==> config.mk <==
export PLATFORM = sky130hd
export DESIGN_NAME = fop_host
export DESIGN_NICKNAME = d
export VERILOG_FILES = /design/src/inc/fop_pkg.sv /design/src/hw/fop_host.sv
export SDC_FILE = /design/constraint.sdc
export NUM_CORES = 1
export LEC_CHECK = 0
export ABC_AREA = 1
export BUFFER_PORTS_ARGS = -buffer_cell sky130_fd_sc_hd__buf_2
export CAP_MARGIN = 30
export CORE_AREA = 2 2 139 114
export CTS_CLUSTER_DIAMETER = 40
export CTS_CLUSTER_SIZE = 20
export DETAILED_ROUTE_END_ITERATION = 16
export DIE_AREA = 0 0 141 116
export HOLD_SLACK_MARGIN = 0.03
export PLACE_DENSITY = 0.9
export SYNTH_ARGS = -nofsm -noshare
export SYNTH_HDL_FRONTEND = slang
export SYNTH_SLANG_ARGS = --single-unit
export TNS_END_PERCENT = 5
==> constraint.sdc <==
create_clock -name core_clk -period 2.5 [get_ports core_clk]
set_input_delay 0.375 -clock core_clk [delete_from_list [all_inputs] [get_ports core_clk]]
set_output_delay 0.375 -clock core_clk [all_outputs]
set_load 0.005 [all_outputs]
==> src/inc/fop_pkg.sv <==
// constants for the flash overlay host controller: register map, fields, timing
// assumes a 10 MHz core clock and a x16 asynchronous nor flash on the pins
package fop_pkg;

  // ****************************************************************
  // clock and timing
  // ****************************************************************
  localparam int CLK_MHZ       = 10;
  localparam int T_SETUP_NS    = 20;
  localparam int T_WPULSE_NS   = 100;
  localparam int T_ACCESS_NS   = 100;
  localparam int T_RPULSE_NS   = 500;
  localparam int T_POR_US      = 300;
  // least times round up, so any nonzero time gives at least one cycle
  localparam int SETUP_CYC     = (T_SETUP_NS * CLK_MHZ + 999) / 1000;
  localparam int WPULSE_CYC    = (T_WPULSE_NS * CLK_MHZ + 999) / 1000;
  localparam int ACCESS_CYC    = (T_ACCESS_NS * CLK_MHZ + 999) / 1000;
  localparam int RPULSE_CYC    = (T_RPULSE_NS * CLK_MHZ + 999) / 1000;
  localparam int POR_CYC       = T_POR_US * CLK_MHZ;
  localparam int SYNC_CYC      = 2;
  localparam int CNT_W         = 12;

  // ****************************************************************
  // register offsets (byte addresses)
  // ****************************************************************
  localparam logic [7:0] OFS_CTRL     = 8'h00;
  localparam logic [7:0] OFS_ADDR     = 8'h04;
  localparam logic [7:0] OFS_WDATA    = 8'h08;
  localparam logic [7:0] OFS_RDATA    = 8'h0C;
  localparam logic [7:0] OFS_STATUS   = 8'h10;
  localparam logic [7:0] OFS_IRQ_STAT = 8'h14;
  localparam logic [7:0] OFS_IRQ_MASK = 8'h18;

  // ****************************************************************
  // fields
  // ****************************************************************
  localparam int CTRL_GO       = 0;
  localparam int CTRL_WRITE    = 1;
  localparam int CTRL_HWRST    = 2;
  localparam int CTRL_OVL_LSB  = 4;
  localparam int ADDR_CMD_FMT  = 31;
  localparam int SECT_LSB      = 16;
  localparam int PAT_MSB       = 10;
  localparam int ST_BUSY       = 0;
  localparam int ST_READY      = 1;
  localparam int ST_UNDEF      = 2;
  localparam int ST_BLOCKED    = 3;
  localparam int ST_REFUSED    = 4;
  localparam int IRQ_DONE      = 0;
  localparam int IRQ_REFUSED   = 1;
  localparam int IRQ_W         = 2;
  localparam int ADDR_W        = 26;
  localparam int DQ_W          = 16;

  // ****************************************************************
  // overlay map figures
  // ****************************************************************
  localparam logic [25:0] OTP_LIMIT    = 26'h000_0200;
  localparam logic [25:0] PWD_WORDS    = 26'h000_0004;
  localparam logic [15:0] ECC_MASK     = 16'h0006;
  localparam logic [15:0] BIT0_MASK    = 16'h0001;
  localparam logic [1:0]  RESP_OKAY    = 2'h0;
  localparam logic [1:0]  RESP_SLVERR  = 2'h2;

  typedef enum logic [2:0] {
    OVL_ARRAY    = 3'h0,
    OVL_OTP      = 3'h1,
    OVL_LOCKWORD = 3'h2,
    OVL_NVBIT    = 3'h3,
    OVL_GUARD    = 3'h4,
    OVL_PASSWORD = 3'h5,
    OVL_VBIT     = 3'h6,
    OVL_ECC      = 3'h7
  } fop_ovl_e;

  typedef enum logic [5:0] {
    ST_POR    = 6'b000001,
    ST_IDLE   = 6'b000010,
    ST_SETUP  = 6'b000100,
    ST_STROBE = 6'b001000,
    ST_HOLD   = 6'b010000,
    ST_RST    = 6'b100000
  } fop_state_e;

endpackage

==> src/hw/fop_host.sv <==
// host controller for a parallel nor flash: single word cycles, overlay aware
// assumes an axi4-lite master on core_clk and the flash pins wired directly
`timescale 1ns/1ns

// Function
// - lock word accessed only at location zero
// - ecc overlay entered only from read mode
// - hardware reset pulse recovers unknown state
// - command address: sector high, pattern low
module fop_host (
  // clock and reset
  input  wire logic        core_clk,
  input  wire logic        rst_n,
  // axi4-lite slave
  input  wire logic [7:0]  s_axi_awaddr,
  input  wire logic        s_axi_awvalid,
  output logic             s_axi_awready,
  input  wire logic [31:0] s_axi_wdata,
  input  wire logic [3:0]  s_axi_wstrb,
  input  wire logic        s_axi_wvalid,
  output logic             s_axi_wready,
  output logic [1:0]       s_axi_bresp,
  output logic             s_axi_bvalid,
  input  wire logic        s_axi_bready,
  input  wire logic [7:0]  s_axi_araddr,
  input  wire logic        s_axi_arvalid,
  output logic             s_axi_arready,
  output logic [31:0]      s_axi_rdata,
  output logic [1:0]       s_axi_rresp,
  output logic             s_axi_rvalid,
  input  wire logic        s_axi_rready,
  // interrupt
  output logic             irq,
  // supply supervisor
  input  wire logic        supply_low,
  // flash pins
  output logic [25:0]      flash_addr,
  output logic [15:0]      flash_dq_out,
  input  wire logic [15:0] flash_dq_in,
  output logic             flash_dq_oe_n,
  output logic             flash_ce_n,
  output logic             flash_oe_n,
  output logic             flash_we_n,
  output logic             flash_reset_n
);

  // ****************************************************************
  // declarations
  // ****************************************************************
  fop_pkg::fop_state_e         state;
  fop_pkg::fop_ovl_e           ovl, new_ovl;
  logic [fop_pkg::CNT_W-1:0]   cnt;
  logic [31:0]                 addr_reg;
  logic [15:0]                 wdata_reg, rdata_reg, dq_s1, dq_s2;
  logic                        op_write, undef_flag, blocked_flag, refused_flag, low_s1, low_s2;
  logic                        wr_take, ctrl_wr, go_req, go_ok, ecc_bad;
  logic [fop_pkg::IRQ_W-1:0]   irq_stat, irq_mask, irq_set, irq_clr;

  // ****************************************************************
  // helpers
  // ****************************************************************
  function automatic logic [25:0] pin_addr(input logic [31:0] a, input fop_pkg::fop_ovl_e o);
    logic [25:0] r;
    r = a[25:0];
    if (a[fop_pkg::ADDR_CMD_FMT]) r = {a[25:fop_pkg::SECT_LSB], 5'h00, a[fop_pkg::PAT_MSB:0]};
    if (o == fop_pkg::OVL_LOCKWORD) r = 26'h000_0000;
    return r;
  endfunction

  function automatic logic [15:0] mask_data(input logic [15:0] d, input fop_pkg::fop_ovl_e o);
    case (o)
      fop_pkg::OVL_NVBIT, fop_pkg::OVL_GUARD, fop_pkg::OVL_VBIT: mask_data = d & fop_pkg::BIT0_MASK;
      fop_pkg::OVL_ECC: mask_data = d & fop_pkg::ECC_MASK;
      default: mask_data = d;
    endcase
  endfunction

  // ****************************************************************
  // synchronisers
  // ****************************************************************
  always_ff @(posedge core_clk) begin
    if (!rst_n) begin
      dq_s1  <= 16'h0000;
      dq_s2  <= 16'h0000;
      low_s1 <= 1'b1;
      low_s2 <= 1'b1;
    end else begin
      dq_s1  <= flash_dq_in;
      dq_s2  <= dq_s1;
      low_s1 <= supply_low;
      low_s2 <= low_s1;
    end
  end

  // ****************************************************************
  // axi4-lite slave
  // ****************************************************************
  // ready pulses one cycle once both address and data wait, so either arrival order works
  assign wr_take = s_axi_awvalid & s_axi_wvalid & s_axi_awready & s_axi_wready;
  assign ctrl_wr = wr_take & (s_axi_awaddr == fop_pkg::OFS_CTRL) & s_axi_wstrb[0];
  assign go_req  = ctrl_wr & s_axi_wdata[fop_pkg::CTRL_GO];
  assign new_ovl = fop_pkg::fop_ovl_e'(s_axi_wdata[fop_pkg::CTRL_OVL_LSB+:3]);
  // ecc overlay may only be declared from plain read mode
  assign ecc_bad = ctrl_wr & (new_ovl == fop_pkg::OVL_ECC) & (ovl != fop_pkg::OVL_ARRAY) & (ovl != fop_pkg::OVL_ECC);
  // writes need the supply good; nothing at all while power-on wait runs
  assign go_ok   = (state == fop_pkg::ST_IDLE) & ~ecc_bad & ~(s_axi_wdata[fop_pkg::CTRL_WRITE] & low_s2);

  always_ff @(posedge core_clk) begin
    if (!rst_n) begin
      s_axi_awready <= 1'b0;
      s_axi_wready  <= 1'b0;
      s_axi_bvalid  <= 1'b0;
      s_axi_bresp   <= fop_pkg::RESP_OKAY;
    end else begin
      s_axi_awready <= s_axi_awvalid & s_axi_wvalid & ~s_axi_awready & ~s_axi_bvalid;
      s_axi_wready  <= s_axi_awvalid & s_axi_wvalid & ~s_axi_awready & ~s_axi_bvalid;
      if (wr_take) begin
        s_axi_bvalid <= 1'b1;
        s_axi_bresp  <= (s_axi_awaddr > fop_pkg::OFS_IRQ_MASK || s_axi_awaddr[1:0] != 2'h0)
                        ? fop_pkg::RESP_SLVERR : fop_pkg::RESP_OKAY;
      end else if (s_axi_bready) begin
        s_axi_bvalid <= 1'b0;
      end
    end
  end

  always_ff @(posedge core_clk) begin
    if (!rst_n) begin
      s_axi_arready <= 1'b0;
      s_axi_rvalid  <= 1'b0;
      s_axi_rdata   <= 32'h0000_0000;
      s_axi_rresp   <= fop_pkg::RESP_OKAY;
    end else begin
      s_axi_arready <= s_axi_arvalid & ~s_axi_arready & ~s_axi_rvalid;
      if (s_axi_arvalid & s_axi_arready) begin
        s_axi_rvalid <= 1'b1;
        s_axi_rresp  <= fop_pkg::RESP_OKAY;
        case (s_axi_araddr)
          fop_pkg::OFS_CTRL:     s_axi_rdata <= {25'h000_0000, ovl, 4'h0};
          fop_pkg::OFS_ADDR:     s_axi_rdata <= addr_reg;
          fop_pkg::OFS_WDATA:    s_axi_rdata <= {16'h0000, wdata_reg};
          fop_pkg::OFS_RDATA:    s_axi_rdata <= {16'h0000, rdata_reg};
          fop_pkg::OFS_STATUS:   s_axi_rdata <= {27'h000_0000, refused_flag, blocked_flag, undef_flag,
                                                 (state != fop_pkg::ST_POR) & (state != fop_pkg::ST_RST),
                                                 (state != fop_pkg::ST_IDLE)};
          fop_pkg::OFS_IRQ_STAT: s_axi_rdata <= {30'h0000_0000, irq_stat};
          fop_pkg::OFS_IRQ_MASK: s_axi_rdata <= {30'h0000_0000, irq_mask};
          default: begin
            s_axi_rdata <= 32'h0000_0000;
            s_axi_rresp <= fop_pkg::RESP_SLVERR;
          end
        endcase
      end else if (s_axi_rready) begin
        s_axi_rvalid <= 1'b0;
      end
    end
  end

  // ****************************************************************
  // software registers
  // ****************************************************************
  always_ff @(posedge core_clk) begin
    if (!rst_n) begin
      addr_reg  <= 32'h0000_0000;
      wdata_reg <= 16'h0000;
      irq_mask  <= 2'h0;
    end else if (wr_take) begin
      if (s_axi_awaddr == fop_pkg::OFS_ADDR) addr_reg <= s_axi_wdata;
      if (s_axi_awaddr == fop_pkg::OFS_WDATA) wdata_reg <= s_axi_wdata[15:0];
      if (s_axi_awaddr == fop_pkg::OFS_IRQ_MASK) irq_mask <= s_axi_wdata[fop_pkg::IRQ_W-1:0];
    end
  end

  // overlay in force; hardware reset and power-on bring back plain array reads
  always_ff @(posedge core_clk) begin
    if (!rst_n) begin
      ovl <= fop_pkg::OVL_ARRAY;
    end else if (state == fop_pkg::ST_RST) begin
      ovl <= fop_pkg::OVL_ARRAY;
    end else if (ctrl_wr & ~ecc_bad) begin
      ovl <= new_ovl;
    end
  end

  // ****************************************************************
  // interrupts
  // ****************************************************************
  assign irq_set = {go_req & ~go_ok, (state == fop_pkg::ST_HOLD) & (cnt == '0)};
  assign irq_clr = (wr_take & (s_axi_awaddr == fop_pkg::OFS_IRQ_STAT)) ? s_axi_wdata[fop_pkg::IRQ_W-1:0] : 2'h0;

  always_ff @(posedge core_clk) begin
    if (!rst_n) begin
      irq_stat <= 2'h0;
      irq      <= 1'b0;
    end else begin
      // a new event wins over a clear in the same cycle
      irq_stat <= (irq_stat & ~irq_clr) | irq_set;
      irq      <= |(((irq_stat & ~irq_clr) | irq_set) & irq_mask);
    end
  end

  // ****************************************************************
  // flash cycle sequencer
  // ****************************************************************
  always_ff @(posedge core_clk) begin
    if (!rst_n) begin
      state        <= fop_pkg::ST_POR;
      cnt          <= fop_pkg::CNT_W'(fop_pkg::POR_CYC - 1);
      op_write     <= 1'b0;
      refused_flag <= 1'b0;
    end else begin
      if (go_req) begin
        refused_flag <= ~go_ok;
      end
      // one shared down-counter; a state that loads it overrides the step
      if (cnt != '0) cnt <= cnt - 1'b1;
      case (state)
        // pins stay idle until the device is through its power-on time
        fop_pkg::ST_POR: if (cnt == '0) state <= fop_pkg::ST_IDLE;
        fop_pkg::ST_IDLE: begin
          if (ctrl_wr & s_axi_wdata[fop_pkg::CTRL_HWRST]) begin
            state <= fop_pkg::ST_RST;
            cnt   <= fop_pkg::CNT_W'(fop_pkg::RPULSE_CYC - 1);
          end else if (go_req & go_ok) begin
            state    <= fop_pkg::ST_SETUP;
            op_write <= s_axi_wdata[fop_pkg::CTRL_WRITE];
            cnt      <= fop_pkg::CNT_W'(fop_pkg::SETUP_CYC - 1);
          end
        end
        fop_pkg::ST_SETUP: begin
          if (cnt == '0) begin
            state <= fop_pkg::ST_STROBE;
            cnt   <= op_write ? fop_pkg::CNT_W'(fop_pkg::WPULSE_CYC - 1)
                              : fop_pkg::CNT_W'(fop_pkg::ACCESS_CYC + fop_pkg::SYNC_CYC - 1);
          end
        end
        fop_pkg::ST_STROBE: if (cnt == '0) state <= fop_pkg::ST_HOLD;
        fop_pkg::ST_HOLD: state <= fop_pkg::ST_IDLE;
        fop_pkg::ST_RST: begin
          if (cnt == '0) begin
            state <= fop_pkg::ST_POR;
            cnt   <= fop_pkg::CNT_W'(fop_pkg::POR_CYC - 1);
          end
        end
        default: begin
          state <= fop_pkg::ST_IDLE;
          cnt   <= '0;
        end
      endcase
    end
  end

  // read capture: data taken from the second synchroniser stage at the strobe end
  always_ff @(posedge core_clk) begin
    if (!rst_n) begin
      rdata_reg    <= 16'h0000;
      undef_flag   <= 1'b0;
      blocked_flag <= 1'b0;
    end else if ((state == fop_pkg::ST_STROBE) & (cnt == '0) & ~op_write) begin
      rdata_reg    <= mask_data(dq_s2, ovl);
      undef_flag   <= ((ovl == fop_pkg::OVL_OTP) & (addr_reg[15:0] >= fop_pkg::OTP_LIMIT[15:0]))
                      | ((ovl == fop_pkg::OVL_PASSWORD) & (addr_reg[25:0] >= fop_pkg::PWD_WORDS));
      blocked_flag <= ((ovl == fop_pkg::OVL_NVBIT) | (ovl == fop_pkg::OVL_VBIT)) & ~dq_s2[0];
    end
  end

  // ****************************************************************
  // pin drivers
  // ****************************************************************
  always_ff @(posedge core_clk) begin
    if (!rst_n) begin
      flash_addr    <= 26'h000_0000;
      flash_dq_out  <= 16'h0000;
      flash_dq_oe_n <= 1'b1;
      flash_ce_n    <= 1'b1;
      flash_oe_n    <= 1'b1;
      flash_we_n    <= 1'b1;
      flash_reset_n <= 1'b1;
    end else begin
      // low from the accepting edge on, so the pulse spans the full reset count
      flash_reset_n <= ~((state == fop_pkg::ST_RST) & (cnt != '0)
                         | (state == fop_pkg::ST_IDLE) & ctrl_wr & s_axi_wdata[fop_pkg::CTRL_HWRST]);
      if (state == fop_pkg::ST_IDLE && go_req && go_ok) begin
        flash_addr    <= pin_addr(addr_reg, ovl);
        flash_dq_out  <= wdata_reg;
        flash_dq_oe_n <= ~s_axi_wdata[fop_pkg::CTRL_WRITE];
        flash_ce_n    <= 1'b0;
      end else if (state == fop_pkg::ST_SETUP && cnt == '0) begin
        flash_we_n <= ~op_write;
        flash_oe_n <= op_write;
      end else if (state == fop_pkg::ST_STROBE && cnt == '0) begin
        flash_we_n <= 1'b1;
        flash_oe_n <= 1'b1;
      end else if (state == fop_pkg::ST_HOLD) begin
        flash_ce_n    <= 1'b1;
        flash_dq_oe_n <= 1'b1;
      end
    end
  end

endmodule

# Yosys cells after proc, flatten, opt, wreduce, memory -nomap -nowiden

Cells that the tools add are included.

Register bits: 215
Latch bits: 0
RAM bits: 0
Memory bits (read-only): 0
Input bits: 76
Output and inout bits: 89
Logic and storage cells: 183
Memories kept: 0

$add $sub $neg: 1
Multiply operators: 0
Div/mod/pow operators: 0
$lt $le $gt $ge: 3
Eq/ne operators: 35
Shifts and indexed selects: 0
Multiplexer cells: 33
Bitwise logic cells: 53
Reduce and logical (&&, ||, !) cells: 27

Operators with widths:

| kind                                                                 | count |
|---|---|
| one-hot mux 32 bit (7 select lines)                                  | 1 |
| two-way mux 12 bit                                                   | 5 |
| one-hot mux 12 bit (4 select lines)                                  | 1 |
| equality test 8 x 5 -> 1 bit (second input constant)                 | 5 |
| two-way mux 6 bit                                                    | 6 |
| bitwise AND 1 bit                                                    | 32 |
| one-hot mux 16 bit (2 select lines)                                  | 1 |
| one-hot mux 6 bit (5 select lines)                                   | 1 |
| greater-or-equal comparator 26 x 3 -> 1 bit (second input constant)  | 1 |
| two-way mux 26 bit                                                   | 1 |
| equality test 8 x 4 -> 1 bit (second input constant)                 | 3 |
| equality test 8 x 3 -> 1 bit (second input constant)                 | 2 |
| greater-or-equal comparator 16 x 10 -> 1 bit (second input constant) | 1 |
| logical NOT 8 bit                                                    | 2 |
| two-way mux 16 bit                                                   | 1 |
| equality test 3 bit (second input constant)                          | 5 |
| inverter 1 bit                                                       | 14 |
| logical NOT 12 bit                                                   | 1 |
| two-way mux 1 bit                                                    | 12 |
| inequality test 2 bit (second input constant)                        | 6 |
| nonzero test 12 bit                                                  | 1 |
| subtractor 12 x 1 -> 12 bit (second input constant)                  | 1 |
| nonzero test 2 bit                                                   | 5 |
| greater-than comparator 8 x 5 -> 1 bit (second input constant)       | 1 |
| 26 further kinds                                                     | 43 |

# Longest topological paths before layout

Depth in word-level cells: 16
Gate-level depth with buffers: 11
Depth with buffers taken out: 11

# Least setup slack after synthesis

Ideal clock, no wire load.

Kind: register -> register
Start point: reg cnt[0] (netlist name)
End point: reg cnt[0] (netlist name)
Arrival time: 1.493 ns
Setup slack: 0.877 ns
Stages on the path, launching flop included: 11
Buffers on the path: 1
Clock period less this slack: 1.623 ns
Path through: dfxtp_1 > inv_1 > ha_1 > nand2_2 > nor2_4 > nand2_4 > buf_2 > ha_1 > nand2_1 > o21ai_0 > nand3b_1

Word-level cells in the longest chain between the ends: 5

Ends and longest elaborated chain:

| item                                                               | RTL line        | text |
|---|---|---|
| from (decl)                                                        | fop_host.sv:52  | `logic [fop_pkg::CNT_W-1:0] cnt;` |
| from (signal assigned)                                             | fop_host.sv:208 | `cnt <= fop_pkg::CNT_W'(fop_pkg::POR_CYC - 1);` |
| from (signal assigned)                                             | fop_host.sv:216 | `if (cnt != '0) cnt <= cnt - 1'b1;` |
| from (signal assigned)                                             | fop_host.sv:223 | `cnt <= fop_pkg::CNT_W'(fop_pkg::RPULSE_CYC - 1);` |
| subtractor 12 x 1 -> 12 bit or nonzero test 12 bit (tied branches) | fop_host.sv:216 |  |
| two-way mux 12 bit                                                 | fop_host.sv:216 |  |
| two-way mux 12 bit                                                 | fop_host.sv:224 | `end else if (go_req & go_ok) begin` |
| two-way mux 12 bit                                                 | fop_host.sv:221 | `if (ctrl_wr & s_axi_wdata[fop_pkg::CTRL_HWRST]) begin` |
| one-hot mux 12 bit (4 select lines) *                              | fop_host.sv:217 | `case (state)` |

Mark *: on every way between the ends. The rest lies on a longest branch, timed or not.
A chain may end at the register's enable or synchronous reset.

# Worst setup path after layout

Start point: reg ovl[1]
End point: reg flash_addr[21]

Word-level cells in the longest chain between the ends: 7

Ends and longest elaborated chain:

| item                           | RTL line        | text |
|---|---|---|
| from (decl)                    | fop_host.sv:51  | `fop_pkg::fop_ovl_e ovl, new_ovl;` |
| from (signal assigned)         | fop_host.sv:177 | `ovl <= fop_pkg::OVL_ARRAY;` |
| from (signal assigned)         | fop_host.sv:179 | `ovl <= fop_pkg::OVL_ARRAY;` |
| from (signal assigned)         | fop_host.sv:181 | `ovl <= new_ovl;` |
| nonzero test 3 bit             | fop_host.sv:104 | `assign ecc_bad = ctrl_wr & (new_ovl == fop_pkg::OVL_ECC) & (ovl != fop_pkg::OVL_ARRAY) & (ovl != fop_pkg::OVL_ ...` |
| bitwise AND 1 bit (2 in a row) | fop_host.sv:104 |  |
| inverter 1 bit                 | fop_host.sv:106 | `assign go_ok = (state == fop_pkg::ST_IDLE) & ~ecc_bad & ~(s_axi_wdata[fop_pkg::CTRL_WRITE] & low_s2);` |
| bitwise AND 1 bit (2 in a row) | fop_host.sv:106 |  |
| logical AND 1 bit              | fop_host.sv:283 | `if (state == fop_pkg::ST_IDLE && go_req && go_ok) begin` |
| to (signal assigned)           | fop_host.sv:284 | `flash_addr <= pin_addr(addr_reg, ovl);` |
| to (decl)                      | fop_host.sv:37  | `output logic [25:0] flash_addr,` |

Parallel ways exist; a longest one is shown, timed or not.

==> metrics.txt <==
# TYPE chip_impl_metric gauge
chip_impl_info{name="run_status",value="complete, no violations"} 1
chip_impl_metric{name="first_global_vias",unit=""} 7370
chip_impl_metric{name="synth_cell_type_count",unit=""} 40
chip_impl_metric{name="fmaxAchievable",unit="MHz"} 477
chip_impl_metric{name="syn_inst",unit=""} 1168
chip_impl_metric{name="drt-pass1-iter-count",unit=""} 6
chip_impl_metric{name="htreeDepth",unit=""} 1
chip_impl_metric{name="path_buf_inv",unit=""} 3
chip_impl_metric{name="hold_viol",unit=""} 0
chip_impl_info{name="cp_cell_sequence",value="inv_1 -> nand2_1 -> nand3_1 -> nand4_1 -> buf_4 -> buf_4 -> nand3_1 -> o21ai_1"} 1
chip_impl_metric{name="placementRows",unit=""} 40
chip_impl_metric{name="gr-usage-all-layers",unit="%"} 28.2
chip_impl_metric{name="routed_wire_length_per_instance",unit="um"} 15.7
chip_impl_metric{name="slew_at_the_pin_with_the_worst_max_slew_slack",unit="ns"} 0.702
chip_impl_metric{name="drive_gt1_share",unit="%"} 19.7
chip_impl_info{name="hp-class",value="input pin to flip-flop"} 1
chip_impl_metric{name="ys_seq_area_share",unit="%"} 49.1
chip_impl_metric{name="initial_antenna_violation_count",unit=""} 1
chip_impl_metric{name="pin_count_of_the_biggest_net_entering_global_routing",unit=""} 172
chip_impl_metric{name="start_util",unit="%"} 58.4
chip_impl_metric{name="p_int",unit="mW"} 5.48
chip_impl_metric{name="finalWeightedCongestion",unit=""} 0.982
chip_impl_metric{name="postSynthRegisterBits",unit=""} 213
chip_impl_info{name="clock_tree_from_tritoncts",value="built"} 1
chip_impl_metric{name="nNetsFinal",unit=""} 1385
chip_impl_metric{name="die_w",unit="um"} 141
chip_impl_metric{name="comb_power_share",unit="%"} 6.2
chip_impl_metric{name="timing.max_cap.violations",unit=""} 0
chip_impl_metric{name="detail-route-antenna-nets",unit=""} 0
chip_impl_metric{name="cts_num_sinks",unit=""} 213
chip_impl_metric{name="post_cts_resize_count",unit=""} 0
chip_impl_metric{name="globalRouteOverflowTotal",unit=""} 0
chip_impl_info{name="rsz_0062_raised_after_global_routing",value="false"} 1
chip_impl_metric{name="post_route_cell_area",unit="mm^2"} 0.0103
chip_impl_metric{name="clock_insertion_delay_worst_skew",unit="ns"} 0.51
chip_impl_metric{name="area_growth",unit="%"} 18.8
chip_impl_info{name="timing.critical_path.slowest_stage_cell",value="sky130_fd_sc_hd__buf_4"} 1
chip_impl_metric{name="postRouteWirelength",unit="um"} 23700
chip_impl_metric{name="critical_path_required",unit="ns"} 2.92
chip_impl_metric{name="max-slew-margin-rel",unit="%"} 53.2
chip_impl_info{name="critical_path.top_delay_family",value="buffers and inverters"} 1
chip_impl_info{name="crit_path_end_kind",value="flip-flop"} 1
chip_impl_info{name="critical_path.startpoint_type",value="flip-flop"} 1
chip_impl_metric{name="power.clock.fraction",unit="%"} 45.8
chip_impl_metric{name="timing.final.setup_violations",unit=""} 0
chip_impl_metric{name="cts.hold.buffers_added",unit=""} 0
chip_impl_metric{name="clock_tree.buffer_depth",unit=""} 3
chip_impl_metric{name="die_height",unit="um"} 116
chip_impl_metric{name="final.setup.tns",unit="ns"} 0
chip_impl_metric{name="p_switching",unit="mW"} 1.82
chip_impl_metric{name="detailedRoute.firstIterationViolations",unit=""} 1148
chip_impl_metric{name="grt_pass1_wl",unit="um"} 37000
chip_impl_metric{name="num_vias",unit=""} 8417
chip_impl_metric{name="final_period_minus_worst_setup_slack",unit="ns"} 2.10
chip_impl_metric{name="critical-path-max-stage-delay",unit="ns"} 0.55
chip_impl_metric{name="drv_slew",unit=""} 0
chip_impl_metric{name="leakagePower",unit="nW"} 4.69
chip_impl_metric{name="fp.dieArea",unit="mm^2"} 0.0164
chip_impl_metric{name="route.detailed.drc",unit=""} 0
chip_impl_info{name="critical_path_class",value="flip-flop to flip-flop"} 1
chip_impl_metric{name="port_buffers",unit=""} 159
chip_impl_metric{name="detail_route.vias_per_cell",unit=""} 5.56
chip_impl_metric{name="cts.reportedPaths.clkPinSlew",unit="ns"} 0.07
chip_impl_info{name="dominantRegCellSynth",value="sky130_fd_sc_hd__dfxtp_1"} 1
chip_impl_metric{name="synth.cell_area",unit="mm^2"} 0.00869
chip_impl_metric{name="p_sw_share",unit="%"} 25.0
chip_impl_metric{name="pin_count",unit=""} 165
chip_impl_metric{name="fin_skew",unit="ns"} 0.0190
chip_impl_metric{name="core",unit="mm^2"} 0.0149
chip_impl_metric{name="arrival",unit="ns"} 2.52
chip_impl_metric{name="vdd_ir_drop_max",unit="mV"} 0.435
chip_impl_metric{name="final-instance-count-excl-fill",unit=""} 1513
chip_impl_metric{name="power.sequential.fraction",unit="%"} 48.0
chip_impl_metric{name="sum_of_net_half_perimeters_after_detailed_placement",unit="um"} 16700
chip_impl_metric{name="cts_setup_buffers",unit=""} 0
chip_impl_metric{name="placed_instance_area",unit="mm^2"} 0.00956
chip_impl_metric{name="power.density_cell_area",unit="mW/mm^2"} 707
chip_impl_metric{name="postSynthAreaPerCell",unit="um^2"} 7.44
chip_impl_metric{name="number_of_enable_flip_flop_cells_after_synthesis",unit=""} 0
chip_impl_metric{name="tritoncts.num_buffers",unit=""} 22
chip_impl_info{name="cts-root-buf",value="sky130_fd_sc_hd__clkbuf_16"} 1
chip_impl_metric{name="critPathMaxFanout",unit=""} 67
chip_impl_metric{name="yosys_warnings",unit=""} 0
chip_impl_metric{name="placed_cell_count",unit=""} 1471
chip_impl_metric{name="synth_async_sr_flop_share",unit="%"} 0
chip_impl_metric{name="finalCritPeriodShare",unit="%"} 83.9
[stage by stage]
stage	hold slack, ns	utilization, %	power, mW	worst slack (ns)
6_report	0.0460	69.5	7.30	0.401
5_1_grt	0.0518	69.4	7.55	0.223
4_1_cts	0.0354	69.4	7.34	0.491
3_5_place_dp	0.403	64.3	4.03	0.363
3_3_place_gp	0.398	64.3	4.01	0.450
2_1_floorplan	0.390	-	3.88	0.877
[worst min-delay path, delay by kind of cell]
kind | cells | cell delay [ns]
buf+inv | 2 | 0.11
simple gates | 1 | 0.04
[synthesized netlist by cell type, types with 3 or more instances]
master,count,share of area [%]
sky130_fd_sc_hd__a211oi_1,3,0.26
sky130_fd_sc_hd__a21oi_1,70,4.0
sky130_fd_sc_hd__a21oi_2,9,0.91
sky130_fd_sc_hd__buf_1,5,0.22
sky130_fd_sc_hd__buf_2,19,1.1
sky130_fd_sc_hd__buf_4,6,0.52
sky130_fd_sc_hd__clkbuf_1,32,1.4
sky130_fd_sc_hd__dfxtp_1,213,49
sky130_fd_sc_hd__ha_1,3,0.43
sky130_fd_sc_hd__inv_1,96,4.1
sky130_fd_sc_hd__inv_2,4,0.17
sky130_fd_sc_hd__nand2_1,215,9.3
sky130_fd_sc_hd__nand3_1,122,7.0
sky130_fd_sc_hd__nand3_2,10,1.2
sky130_fd_sc_hd__nand4_1,11,0.79
sky130_fd_sc_hd__nor2_1,169,7.3
sky130_fd_sc_hd__nor2_2,8,0.58
sky130_fd_sc_hd__nor3_1,11,0.63
sky130_fd_sc_hd__nor4_1,3,0.22
sky130_fd_sc_hd__o211ai_1,10,0.86
sky130_fd_sc_hd__o21ai_0,94,5.4
sky130_fd_sc_hd__o21ai_1,27,1.6
sky130_fd_sc_hd__or2_2,3,0.22
sky130_fd_sc_hd__xnor2_1,4,0.40
[layout make-up]
| type | instances | area (um^2) |
|---|---|---|
| timing repair buffer | 178 | 953 |
| fill | 1236 | 4540 |
| clock inverter | 14 | 143 |
| clock buffer | 26 | 617 |
| multi-input combinational | 790 | 3730 |
| antenna | 2 | 5.00 |
| inverter | 101 | 379 |
| tap | 189 | 236 |
| sequential | 213 | 4260 |
[logic make-up (layout without fill, tap and decap cells)]
| group | Yosys count | count (layout) | share of synthesized area, % |
|---|---|---|---|
| AO/OA/AOI/OAI | 216 | 216 | 13.3 |
| XOR/XNOR | 6 | 6 | 0.605 |
| adder cells (fa/ha/maj) | 3 | 3 | 0.432 |
| buffers and inverters | 166 | 319 | 8.07 |
| flip-flops | 213 | 213 | 49.1 |
| other | 1 | 4 | 0.0432 |
| AND/OR/NAND/NOR | 563 | 563 | 28.4 |
[routing by layer]
layer	GRT usage [%]	part of all wire (%)	vias to the layer above
li1	-	-	4073
met1	40.1	42	3834
met2	42.6	44	469
met3	7.89	12	41
met4	7.00	1.9	0
met5	1.17	0	-
[path summary, 6_finish.rpt]
kind / from / end / slack, ns / cells after the start
worst max-delay path: ovl[1] / flash_addr[21] / 0.40 / 8
worst min-delay path: flash_dq_in[9] / dq_s1[9] / 0.05 / 3
worst max register to register: ovl[1] / flash_addr[21] / 0.40 / 8
worst min register to register: dq_s1[14] / dq_s2[14] / 0.41 / 2
[layout by cell type (no fill, tap or decap), types with 4 or more instances in the layout]
cell type	synthesis	routed
sky130_fd_sc_hd__a21oi_2	9	9
sky130_fd_sc_hd__nor2_1	169	169
sky130_fd_sc_hd__nor3_1	11	11
sky130_fd_sc_hd__o21ai_0	94	94
sky130_fd_sc_hd__nand3_2	10	10
sky130_fd_sc_hd__nand4_1	11	11
sky130_fd_sc_hd__nand3_1	122	122
sky130_fd_sc_hd__nand2_1	215	215
sky130_fd_sc_hd__inv_1	96	96
sky130_fd_sc_hd__a21oi_1	70	70
sky130_fd_sc_hd__nor2_2	8	8
sky130_fd_sc_hd__inv_2	4	4
sky130_fd_sc_hd__xnor2_1	4	4
sky130_fd_sc_hd__o211ai_1	10	10
sky130_fd_sc_hd__clkbuf_16	0	23
sky130_fd_sc_hd__inv_6	0	4
sky130_fd_sc_hd__buf_2	19	158
sky130_fd_sc_hd__inv_8	0	5
sky130_fd_sc_hd__buf_4	6	19
sky130_fd_sc_hd__dfxtp_1	213	213
sky130_fd_sc_hd__clkinv_4	0	4
sky130_fd_sc_hd__o21ai_1	27	27
[power by group through the flow]
stage               registers (mW)  clock network [mW]  logic, mW
finish                        3.51                3.34      0.452
global route                  3.51                3.53      0.504
CTS                           3.50                3.39      0.445
detailed placement            3.58                   0      0.443
global placement              3.58                   0      0.431
floorplan                     3.57                   0      0.304
Note: power is estimated with default switching activity, not from simulation.
